$ cat src/logic/rfsc_pkg.sv
// package with register map, field layout and reset values for the radio front-end bank
package rfsc_pkg;
	// ------------------------------------------------------------------
	// register indexes; the byte address of each register is four times its index
	// ------------------------------------------------------------------
	localparam logic [15:0] IDX_RX_FRONTEND_BIAS       = 16'hdf1a;
	localparam logic [15:0] IDX_TX_FRONTEND_BIAS       = 16'hdf1b;
	localparam logic [15:0] IDX_SYNTH_CHARGE_PUMP_CAL  = 16'hdf1c;
	localparam logic [15:0] IDX_SYNTH_VCO_CURRENT_CAL  = 16'hdf1d;
	localparam logic [17:0] ADDR_RX_FRONTEND_BIAS      = {IDX_RX_FRONTEND_BIAS, 2'h0};
	localparam logic [17:0] ADDR_TX_FRONTEND_BIAS      = {IDX_TX_FRONTEND_BIAS, 2'h0};
	localparam logic [17:0] ADDR_SYNTH_CHARGE_PUMP_CAL = {IDX_SYNTH_CHARGE_PUMP_CAL, 2'h0};
	localparam logic [17:0] ADDR_SYNTH_VCO_CURRENT_CAL = {IDX_SYNTH_VCO_CURRENT_CAL, 2'h0};
	localparam int          ADDR_W                     = 18;

	// ------------------------------------------------------------------
	// reset values and writable masks
	// ------------------------------------------------------------------
	localparam logic [7:0] RST_RX_FRONTEND_BIAS      = 8'h56;
	localparam logic [7:0] RST_TX_FRONTEND_BIAS      = 8'h10;
	localparam logic [7:0] RST_SYNTH_CHARGE_PUMP_CAL = 8'ha9;
	localparam logic [7:0] RST_SYNTH_VCO_CURRENT_CAL = 8'h0a;
	localparam logic [7:0] MASK_RX_FRONTEND_BIAS      = 8'hff;
	localparam logic [7:0] MASK_TX_FRONTEND_BIAS      = 8'h37;
	localparam logic [7:0] MASK_SYNTH_CHARGE_PUMP_CAL = 8'hff;
	localparam logic [7:0] MASK_SYNTH_VCO_CURRENT_CAL = 8'h3f;

	// axi response codes
	localparam logic [1:0] RESP_OKAY   = 2'h0;
	localparam logic [1:0] RESP_SLVERR = 2'h2;

	// ------------------------------------------------------------------
	// field layouts
	// ------------------------------------------------------------------
	typedef struct packed {
		logic [1:0] rx_amp_bias;
		logic [1:0] amp_to_mixer_bias;
		logic [1:0] rx_lo_buffer_bias;
		logic [1:0] mixer_bias;
	} rfsc_rx_bias_t;

	typedef struct packed {
		logic [1:0] tx_lo_buffer_bias;
		logic [2:0] tx_reserved;
	} rfsc_tx_bias_t;

	typedef struct packed {
		logic [1:0] cal_config;
		logic [1:0] charge_pump_cal_stage_on;
		logic [3:0] charge_pump_current;
	} rfsc_cp_cal_t;

	typedef struct packed {
		logic       high_oscillator_select;
		logic [4:0] vco_current;
	} rfsc_vco_cal_t;
endpackage : rfsc_pkg

$ cat src/logic/rfsc_regs.sv
// AXI4-Lite register bank for the radio front-end bias and synthesizer calibration
`timescale 1ns/1ps
module rfsc_regs (
	input  wire logic        I_CORE_CLK,
	input  wire logic        I_ARST_N,
	// deep sleep wake-up pulse from power control (same clock)
	input  wire logic        I_DEEP_SLEEP_WAKE,
	// axi4-lite slave
	input  wire logic [17:0] I_AWADDR,
	input  wire logic        I_AWVALID,
	output logic             O_AWREADY,
	input  wire logic [31:0] I_WDATA,
	input  wire logic [3:0]  I_WSTRB,
	input  wire logic        I_WVALID,
	output logic             O_WREADY,
	output logic [1:0]       O_BRESP,
	output logic             O_BVALID,
	input  wire logic        I_BREADY,
	input  wire logic [17:0] I_ARADDR,
	input  wire logic        I_ARVALID,
	output logic             O_ARREADY,
	output logic [31:0]      O_RDATA,
	output logic [1:0]       O_RRESP,
	output logic             O_RVALID,
	input  wire logic        I_RREADY,
	// fields to the analog front end and synthesizer
	output rfsc_pkg::rfsc_rx_bias_t  O_RX_BIAS,
	output rfsc_pkg::rfsc_tx_bias_t  O_TX_BIAS,
	output rfsc_pkg::rfsc_cp_cal_t   O_CP_CAL,
	output rfsc_pkg::rfsc_vco_cal_t  O_VCO_CAL,
	output logic                     O_CP_CAL_STAGE_SKIP
);

	// ------------------------------------------------------------------
	// storage
	// ------------------------------------------------------------------
	logic [7:0]  rx_r;
	logic [7:0]  tx_r;
	logic [7:0]  cp_r;
	logic [7:0]  vco_r;
	logic [17:0] awaddr_r;
	logic        aw_held_r;
	logic [7:0]  wdata_r;
	logic        wlane_r;
	logic        w_held_r;
	logic        bvalid_r;
	logic [1:0]  bresp_r;
	logic        rvalid_r;
	logic [7:0]  rdata_r;
	logic [1:0]  rresp_r;
	logic        aw_rdy_r;
	logic        w_rdy_r;
	logic        ar_rdy_r;
	logic        skip_r;
	// field view of the next charge pump value, and the skip flag's reset value
	rfsc_pkg::rfsc_cp_cal_t cp_nxt_f;
	localparam rfsc_pkg::rfsc_cp_cal_t CP_RST_F = rfsc_pkg::RST_SYNTH_CHARGE_PUMP_CAL;
	localparam logic                   SKIP_RST = (CP_RST_F.charge_pump_cal_stage_on == 2'h0);

	// ------------------------------------------------------------------
	// write channel decode
	// ------------------------------------------------------------------
	// a channel is ready only while its holding slot is empty and no response pends;
	// readiness is worked out one cycle ahead and kept in a flop
	wire        aw_rdy   = aw_rdy_r;
	wire        w_rdy    = w_rdy_r;
	wire        aw_fire  = I_AWVALID && aw_rdy;
	wire        w_fire   = I_WVALID && w_rdy;
	wire        have_aw  = aw_held_r || aw_fire;
	wire        have_w   = w_held_r || w_fire;
	wire        wr_go    = have_aw && have_w;
	wire [17:0] wr_addr  = aw_held_r ? awaddr_r : I_AWADDR;
	wire [7:0]  wr_data  = w_held_r ? wdata_r : I_WDATA[7:0];
	wire        wr_lane  = w_held_r ? wlane_r : I_WSTRB[0];
	wire        wr_rx    = wr_addr == rfsc_pkg::ADDR_RX_FRONTEND_BIAS;
	wire        wr_tx    = wr_addr == rfsc_pkg::ADDR_TX_FRONTEND_BIAS;
	wire        wr_cp    = wr_addr == rfsc_pkg::ADDR_SYNTH_CHARGE_PUMP_CAL;
	wire        wr_vco   = wr_addr == rfsc_pkg::ADDR_SYNTH_VCO_CURRENT_CAL;
	wire        wr_hit   = wr_rx || wr_tx || wr_cp || wr_vco;
	wire        wr_en    = wr_go && wr_lane;
	// next state of the holding slots and of the write response flag
	wire        aw_held_nxt = have_aw && !wr_go;
	wire        w_held_nxt  = have_w && !wr_go;
	wire        bvalid_nxt  = wr_go || (bvalid_r && !I_BREADY);
	wire        aw_rdy_nxt  = !aw_held_nxt && !bvalid_nxt;
	wire        w_rdy_nxt   = !w_held_nxt && !bvalid_nxt;

	// next values: unused bits masked off so they never store
	wire [7:0] rx_nxt  = (wr_en && wr_rx) ? (wr_data & rfsc_pkg::MASK_RX_FRONTEND_BIAS) : rx_r;
	wire [7:0] tx_nxt  = (wr_en && wr_tx) ? (wr_data & rfsc_pkg::MASK_TX_FRONTEND_BIAS) : tx_r;
	wire [7:0] vco_nxt = (wr_en && wr_vco) ? (wr_data & rfsc_pkg::MASK_SYNTH_VCO_CURRENT_CAL)
		: vco_r;
	// wake from deep sleep wins over a write in the same cycle
	wire [7:0] cp_nxt  = I_DEEP_SLEEP_WAKE ? rfsc_pkg::RST_SYNTH_CHARGE_PUMP_CAL
		: (wr_en && wr_cp) ? (wr_data & rfsc_pkg::MASK_SYNTH_CHARGE_PUMP_CAL) : cp_r;
	// skip flag follows the stage field of the value about to be stored
	assign cp_nxt_f = cp_nxt;
	wire       skip_nxt = (cp_nxt_f.charge_pump_cal_stage_on == 2'h0);

	// ------------------------------------------------------------------
	// read channel decode
	// ------------------------------------------------------------------
	// a new read is taken only once the previous answer has been accepted
	wire       ar_rdy  = ar_rdy_r;
	wire       ar_fire = I_ARVALID && ar_rdy;
	wire       rvalid_nxt = ar_fire || (rvalid_r && !I_RREADY);
	wire       rd_rx   = I_ARADDR == rfsc_pkg::ADDR_RX_FRONTEND_BIAS;
	wire       rd_tx   = I_ARADDR == rfsc_pkg::ADDR_TX_FRONTEND_BIAS;
	wire       rd_cp   = I_ARADDR == rfsc_pkg::ADDR_SYNTH_CHARGE_PUMP_CAL;
	wire       rd_vco  = I_ARADDR == rfsc_pkg::ADDR_SYNTH_VCO_CURRENT_CAL;
	wire       rd_hit  = rd_rx || rd_tx || rd_cp || rd_vco;
	// mask on read too so unused bits are zero in every case
	wire [7:0] rd_mux  = rd_rx ? (rx_r & rfsc_pkg::MASK_RX_FRONTEND_BIAS)
		: rd_tx ? (tx_r & rfsc_pkg::MASK_TX_FRONTEND_BIAS)
		: rd_cp ? (cp_r & rfsc_pkg::MASK_SYNTH_CHARGE_PUMP_CAL)
		: rd_vco ? (vco_r & rfsc_pkg::MASK_SYNTH_VCO_CURRENT_CAL) : 8'h00;

	// ------------------------------------------------------------------
	// register bank
	// ------------------------------------------------------------------
	// field resets and writes of saved calibration values
	always_ff @(posedge I_CORE_CLK or negedge I_ARST_N) begin
		if (!I_ARST_N) begin
			rx_r  <= rfsc_pkg::RST_RX_FRONTEND_BIAS;
			tx_r  <= rfsc_pkg::RST_TX_FRONTEND_BIAS;
			cp_r  <= rfsc_pkg::RST_SYNTH_CHARGE_PUMP_CAL;
			vco_r <= rfsc_pkg::RST_SYNTH_VCO_CURRENT_CAL;
		end else begin
			rx_r  <= rx_nxt;
			tx_r  <= tx_nxt;
			cp_r  <= cp_nxt;
			vco_r <= vco_nxt;
		end
	end

	// holding slots for an address or data beat that arrives alone,
	// so the two write channels may be taken in either order
	always_ff @(posedge I_CORE_CLK or negedge I_ARST_N) begin
		if (!I_ARST_N) begin
			aw_held_r <= 1'b0;
			w_held_r  <= 1'b0;
			awaddr_r  <= 18'h00000;
			wdata_r   <= 8'h00;
			wlane_r   <= 1'b0;
		end else begin
			aw_held_r <= aw_held_nxt;
			w_held_r  <= w_held_nxt;
			if (aw_fire) begin
				awaddr_r <= I_AWADDR;
			end
			if (w_fire) begin
				wdata_r <= I_WDATA[7:0];
				wlane_r <= I_WSTRB[0];
			end
		end
	end

	// write response
	always_ff @(posedge I_CORE_CLK or negedge I_ARST_N) begin
		if (!I_ARST_N) begin
			bvalid_r <= 1'b0;
			bresp_r  <= rfsc_pkg::RESP_OKAY;
		end else if (wr_go) begin
			bvalid_r <= 1'b1;
			bresp_r  <= wr_hit ? rfsc_pkg::RESP_OKAY : rfsc_pkg::RESP_SLVERR;
		end else if (I_BREADY) begin
			bvalid_r <= 1'b0;
		end
	end

	// read response
	always_ff @(posedge I_CORE_CLK or negedge I_ARST_N) begin
		if (!I_ARST_N) begin
			rvalid_r <= 1'b0;
			rdata_r  <= 8'h00;
			rresp_r  <= rfsc_pkg::RESP_OKAY;
		end else if (ar_fire) begin
			rvalid_r <= 1'b1;
			rdata_r  <= rd_mux;
			rresp_r  <= rd_hit ? rfsc_pkg::RESP_OKAY : rfsc_pkg::RESP_SLVERR;
		end else if (I_RREADY) begin
			rvalid_r <= 1'b0;
		end
	end

	// ready and skip flags kept in flops so every output leaves a register
	always_ff @(posedge I_CORE_CLK or negedge I_ARST_N) begin
		if (!I_ARST_N) begin
			aw_rdy_r <= 1'b1;
			w_rdy_r  <= 1'b1;
			ar_rdy_r <= 1'b1;
			skip_r   <= SKIP_RST;
		end else begin
			aw_rdy_r <= aw_rdy_nxt;
			w_rdy_r  <= w_rdy_nxt;
			ar_rdy_r <= !rvalid_nxt;
			skip_r   <= skip_nxt;
		end
	end

	// ------------------------------------------------------------------
	// outputs (all from flip-flops)
	// ------------------------------------------------------------------
	assign O_AWREADY = aw_rdy;
	assign O_WREADY  = w_rdy;
	assign O_BVALID  = bvalid_r;
	assign O_BRESP   = bresp_r;
	assign O_ARREADY = ar_rdy;
	assign O_RVALID  = rvalid_r;
	assign O_RRESP   = rresp_r;
	assign O_RDATA   = {24'h000000, rdata_r};
	assign O_RX_BIAS = rx_r;
	assign O_TX_BIAS = {tx_r[5:4], tx_r[2:0]};
	assign O_CP_CAL  = cp_r;
	assign O_VCO_CAL = vco_r[5:0];
	// zero in the stage field tells the calibration engine to skip that stage
	assign O_CP_CAL_STAGE_SKIP = skip_r;
endmodule : rfsc_regs

$ cat config.mk
export PLATFORM = sky130hd
export DESIGN_NAME = rfsc_regs
export DESIGN_NICKNAME = d
export VERILOG_FILES = /design/src/logic/rfsc_pkg.sv /design/src/logic/rfsc_regs.sv
export SDC_FILE = /design/constraint.sdc
export NUM_CORES = 1
export LEC_CHECK = 0
export BUFFER_PORTS_ARGS = -buffer_cell sky130_fd_sc_hd__buf_2
export CAP_MARGIN = 10
export CORE_MARGIN = 2
export CORE_UTILIZATION = 30
export DETAILED_ROUTE_END_ITERATION = 10
export GPL_TIMING_DRIVEN = 0
export PLACE_DENSITY_LB_ADDON = 0.1
export SYNTH_ARGS = -nofsm -noshare
export SYNTH_HDL_FRONTEND = slang
export SYNTH_SLANG_ARGS = --single-unit
$ cat constraint.sdc
create_clock -name I_CORE_CLK -period 2.75 [get_ports I_CORE_CLK]
set_clock_uncertainty 0.1 [all_clocks]
set_input_delay 0 -clock I_CORE_CLK [delete_from_list [all_inputs] [get_ports I_CORE_CLK]]
set_output_delay 0 -clock I_CORE_CLK [all_outputs]
set_load 0.02 [all_outputs]
Word-level counts from Yosys, hierarchy flattened:

Index checks and enable logic that the tools add are counted.

* flip-flop bits (word level): 74
* input port bits: 80
* output and inout port bits: 69
* logic and storage cells: 78

* equality and inequality tests: 8
* muxes and demuxes: 15
* reduce and logical (&&, ||, !) cells: 36

Operators with widths (number)
* 18-bit equality test, second input constant: 8
* 8-bit two-way mux: 6
* 18-bit two-way mux: 1
* 1-bit logical AND: 15
* 1-bit logical OR: 10
* 1-bit logical NOT: 7
* 6-bit two-way mux: 1
* 2-bit nonzero test: 3
* 1-bit two-way mux: 5
* 2-bit two-way mux: 2
* 2-bit logical NOT: 1

Logic depth before layout (Yosys ltp):

* depth in word-level cells: 8
* gate-level depth with buffers: 6

Worst setup path after synthesis:

No wires, ideal clock.

* path type: register -> register
* start: register aw_held_r
* end: register rx_r[0], in the netlist O_RX_BIAS[0]
* library setup time: 0.125 ns
* arrival time: 1.706 ns
* required time: 2.525 ns
* setup slack: 0.819 ns
* cell stages (with the launch flop): 6
* buffers on the path: 0
* cell sequence: dfrtp_1 or3_1 o22ai_2 nand4b_4 nor2_8 mux2_4

* cells in the longest elaborated chain, start to end: 4
* elaborated cells between the ends (all ways): 6

Ends and longest elaborated chain
* from (decl): RTL line rfsc_regs.sv:42 `logic aw_held_r;`
* from (signal assigned): RTL line rfsc_regs.sv:146 `aw_held_r <= aw_held_nxt;`
* parallel branches: the longest is 3 deep, another holds 18-bit two-way mux
* 1-bit logical AND (*): RTL line rfsc_regs.sv:89 `wire [7:0] rx_nxt = (wr_en && wr_rx) ? (wr_data & rfsc_pkg::MASK_RX_FRONTEND_BIAS) : rx_r;`
* to (signal assigned): RTL line rfsc_regs.sv:124 `rx_r <= rfsc_pkg::RST_RX_FRONTEND_BIAS;`
* to (signal assigned): RTL line rfsc_regs.sv:129 `rx_r <= rx_nxt;`
* to (decl): RTL line rfsc_regs.sv:37 `logic [7:0] rx_r;`

Mark *: on every way between the ends.
A chain may end at the register's enable or synchronous reset.

Worst setup path after layout:

* start: register aw_held_r
* end: register vco_r[0]

* cells in the longest elaborated chain, start to end: 4
* elaborated cells between the ends (all ways): 6

Ends and longest elaborated chain
* parallel branches: the longest is 3 deep, another holds 18-bit two-way mux
* 1-bit logical AND (*): RTL line rfsc_regs.sv:91 `wire [7:0] vco_nxt = (wr_en && wr_vco) ? (wr_data & rfsc_pkg::MASK_SYNTH_VCO_CURRENT_CAL)`
* to (signal assigned): RTL line rfsc_regs.sv:127 `vco_r <= rfsc_pkg::RST_SYNTH_VCO_CURRENT_CAL;`
* to (signal assigned): RTL line rfsc_regs.sv:132 `vco_r <= vco_nxt;`
* to (decl): RTL line rfsc_regs.sv:40 `logic [7:0] vco_r;`

Marked as above.

==> reports/qor_table.md <==
| Parameter | This run | Unit |
|---|---|---|
| Run status | complete, no violations | - |
| Seq/Total Area, Yosys | 0.4959 | - |
| Area growth from synthesis to final layout | 38.64 | % |
| Clock Sink Count | 72 | - |
| Number of nets in the layout | 537 | - |
| Routability congestion estimate from global placement | 0.7222 | - |
| Most common cell after layout, fill and taps aside | sky130_fd_sc_hd__buf_2 | - |
| Total clock buffers created by CTS | 9 | - |
| Residual overflow from global routing | 0 | - |
| Reg area | 1819 | µm² |
| Ys Warns | 0 | - |
| Fraction of the cycle the final worst path needs | 0.7976 | - |
| Max FO, Critical Path | 10 | - |
| Chip width | 114.6 | µm |
| Max Cap Violations | 0 | - |
| Global-route track usage on met1 | 0.1758 | - |
| Total power per unit cell area | 732.8 | nW/µm² |
| Worst-skew pair later-pin latency | 330 | ps |
| Antenna-violating nets left | 0 | - |
| Least-Margin Pin Slew | 558.0 | ps |
| Hold WS | 7.458 | ps |
| Reg clk slew, reported paths | 60 | ps |
| Placeable core area | 11,960 | µm² |
| Post-detailed-route wirelength per cell | 14.27 | µm |
| Met2 demand-to-capacity share in global routing | 0.2158 | - |
| Total routed wirelength | 8693 | µm |
| Starting Density | 0.3067 | - |
| Reg-to-reg startpoint | aw_held_r | - |
| Residual DRC | 0 | - |
| Row count | 40 | - |
| Worst rel slew slack | 0.6260 | - |
| End of the worst hold path | rdata_r[4] | - |
| Final min period | 2193 | ps |
| Hold Fails Final Rpt | 0 | - |
| Maximum number of pins on one net before global-route repair | 39 | - |
| I/O Pins | 149 | - |
| Met3 global-route usage | 0.03600 | - |
| Type of element launching the critical path | register | - |
| Worst-case vdd ir drop | 0.0003848 | V |
| Detailed-route via count | 2,686 | - |
| Vias per cell | 4.411 | - |
| Buffer cell driving the clock tree root | sky130_fd_sc_hd__clkbuf_16 | - |
| Wire length of the first global-routing pass | 13,590 | µm |
| Worst Hold Class | input port to register | - |
| Most used flip-flop cell after synthesis | sky130_fd_sc_hd__dfrtp_1 | - |
| Kind of critical path | register to register | - |
| Arrival time at the worst endpoint | 2300 | ps |
| First-pass iteration count of the detailed router | 4 | - |
| H-tree depth reported by CTS | 3 | - |
| Fraction of layout cells with a size suffix above 1 | 0.4567 | - |
| Number of diodes added for antenna fixing | 0 | - |
| Reported leakage power | 2.470 | nW |
| Worst min-delay path startpoint | I_ARADDR[1] | - |
| Number of global-route vias before repair | 2,644 | - |
| Max Transition Viols Final | 0 | - |
| Area contributors post-synth | sky130_fd_sc_hd__dfrtp_1 40%, sky130_fd_sc_hd__mux2_2 10%, sky130_fd_sc_hd__dfstp_2 10% | - |
| Die Y | 114.6 | µm |
| Antenna violations before repair | 0 | - |
| Async set-reset flop share out of synthesis | 1.000 | - |
| Post CTS Setup Buffer Count | 0 | - |
| Longest Clk Path Bufs | 2 | - |
| DP HPWL | 6419 | µm |
| Tot GR Track Use | 0.1362 | - |
| Endpoint type of the worst setup path | register | - |
| Area share of the largest cell type after synthesis | 0.3956 | - |
| Most used routing layer | met2 | - |
| Cells after synthesis | 294 | - |
| Netlist cell types | 49 | - |
| R2r endpoint | vco_r[0] | - |
| Hold Path Stages | 5 | - |
| Combined area of all synthesized cells | 3669 | µm² |
| Worst endpoint required time | 2860 | ps |
| Setup repair after global routing missed its margin | no | - |
| Setup TNS | 0 | ps |
| Number of I/O port buffers | 93 | - |
| Starting DRC count in detailed routing | 105 | - |
| Achievable clock frequency | 0.4559 | GHz |
| Worst setup path startpoint | aw_held_r | - |
| Number of enable-type register cells in the synthesized netlist | 0 | - |
| TritonCTS clock tree | yes | - |
| Setup slack, reg-to-reg | 560 | ps |
| Number of fillers in the final layout | 1,143 | - |
| Synth Register Bits | 72 | - |
| Area occupied by multi-input gates | 1703 | µm² |
| Worst r2r path cells | 6 | - |
| Largest area contributor in the netlist | sky130_fd_sc_hd__dfrtp_1 | - |
| Area enclosed by the die boundary | 13,130 | µm² |
| Leading cell types in the layout, fill and taps excluded | 95 x sky130_fd_sc_hd__buf_2, 58 x sky130_fd_sc_hd__dfrtp_1, 34 x sky130_fd_sc_hd__mux2_2, 33 x sky130_fd_sc_hd__dlygate4sd3_1, 27 x sky130_fd_sc_hd__buf_4 | - |
| Synth Area per Inst | 12.48 | µm² |
| Count of final setup violators | 0 | - |
| Pwr Total | 0.003727 | W |
## logic make-up after synthesis
family,after synthesis,share of synthesized area
and+or+nand+nor,76,0.1419
muxes,74,0.2285
DFF,72,0.4959
buffers and inverters,37,0.06548
AOI/OAI and AO/OA,33,0.06481
xor gates and xnor gates,1,0.002388
other,1,0.001022
## cells in the mapped netlist, types with 2 or more instances
cell / instances
sky130_fd_sc_hd__nand3_2: 2
sky130_fd_sc_hd__dfstp_2: 14
sky130_fd_sc_hd__buf_4: 26
sky130_fd_sc_hd__inv_1: 3
sky130_fd_sc_hd__nor2_8: 2
sky130_fd_sc_hd__nand3b_1: 2
sky130_fd_sc_hd__a22o_1: 2
sky130_fd_sc_hd__buf_2: 3
sky130_fd_sc_hd__nor3_1: 4
sky130_fd_sc_hd__o22ai_1: 6
sky130_fd_sc_hd__clkbuf_1: 5
sky130_fd_sc_hd__dfrtp_1: 58
sky130_fd_sc_hd__nor2_4: 2
sky130_fd_sc_hd__o21ai_1: 4
sky130_fd_sc_hd__nand4b_1: 4
sky130_fd_sc_hd__nand2_1: 18
sky130_fd_sc_hd__nand4bb_1: 2
sky130_fd_sc_hd__mux2_2: 34
sky130_fd_sc_hd__a21oi_1: 3
sky130_fd_sc_hd__mux2_4: 8
sky130_fd_sc_hd__nor2_1: 10
sky130_fd_sc_hd__nand4b_4: 2
sky130_fd_sc_hd__mux2i_1: 20
sky130_fd_sc_hd__nor2b_1: 8
sky130_fd_sc_hd__mux2_1: 12
sky130_fd_sc_hd__a22oi_1: 2
sky130_fd_sc_hd__nand2b_1: 10
sky130_fd_sc_hd__o21ai_0: 7
## report_power, final
| part | internal (W) | total (W) | leakage [nW] | switching, W |
|---|---|---|---|---|
| Combinational | 0.000507 | 0.000994 | 1.43 | 0.000487 |
| Sequential | 0.00132 | 0.00147 | 0.881 | 0.000143 |
| Clock | 0.000814 | 0.00127 | 0.158 | 0.000453 |
## metal layers
| layer | share of wire | wire, µm | vias up |
|---|---|---|---|
| li1 | - | - | 1324 |
| met1 | 0.47 | 4106 | 1259 |
| met2 | 0.45 | 3889 | 92 |
| met3 | 0.064 | 560 | 11 |
| met4 | 0.016 | 137 | 0 |
| met5 | 0 | 0 | - |
## critical path: stages, from the launching register on
cell,delay (ps)
sky130_fd_sc_hd__dfrtp_1,360
sky130_fd_sc_hd__buf_2,270
sky130_fd_sc_hd__a21oi_1,130
sky130_fd_sc_hd__nor2_2,280
sky130_fd_sc_hd__nand3_2,260
sky130_fd_sc_hd__nor2_4,310
sky130_fd_sc_hd__mux2_1,350
## layout make-up
| cell class | count | share of cell area |
|---|---|---|
| Clock buffer | 10 | 0.04699 |
| Timing Repair Buffer | 127 | 0.1609 |
| Sequential cell | 72 | 0.3577 |
| Inverter | 3 | 0.002214 |
| Tap cell | 147 | 0.03616 |
| Buffer | 34 | 0.04502 |
| Multi-Input combinational cell | 210 | 0.3348 |
| Clock inverter | 6 | 0.01624 |
## flip-flops by register name, summed over array words and instances, names as in the netlist
signal,count
vco_r,6
O_AWREADY,1
O_RVALID,1
O_RRESP,1
O_BRESP,1
O_CP_CAL,8
O_RX_BIAS,8
wdata_r,8
tx_r,5
aw_held_r,1
wlane_r,1
w_held_r,1
O_CP_CAL_STAGE_SKIP,1
rdata_r,8
O_WREADY,1
O_BVALID,1
awaddr_r,18
O_ARREADY,1
## how the worst max path moves through the flow
stage | to | slack (ps) | depth (start not counted)
floorplan | O_RX_BIAS[0] | 820 | 5
global placement | vco_r[2] | 530 | 6
detailed placement | vco_r[0] | 530 | 6
CTS | vco_r[0] | 520 | 6
global route | vco_r[0] | 420 | 6
finish | vco_r[0] | 560 | 6
## metrics by stage
step	util	instance area, µm²	setup WS [ps]	instances
after floorplan	-	3762	819.4	319
after global placement	0.3688	4412	526.3	559
after detailed placement	0.3707	4434	526.5	560
after CTS	0.4252	5086	516.9	609
after global routing	0.4252	5086	418.6	609
final	0.4252	5086	556.7	609
## timing repair
action	4_1_cts	5_1_grt
hold buffers	33	0
resized for setup	0	0
hold endpoints to repair	101	0
No activity file was read; power rests on OpenSTA's default activity.
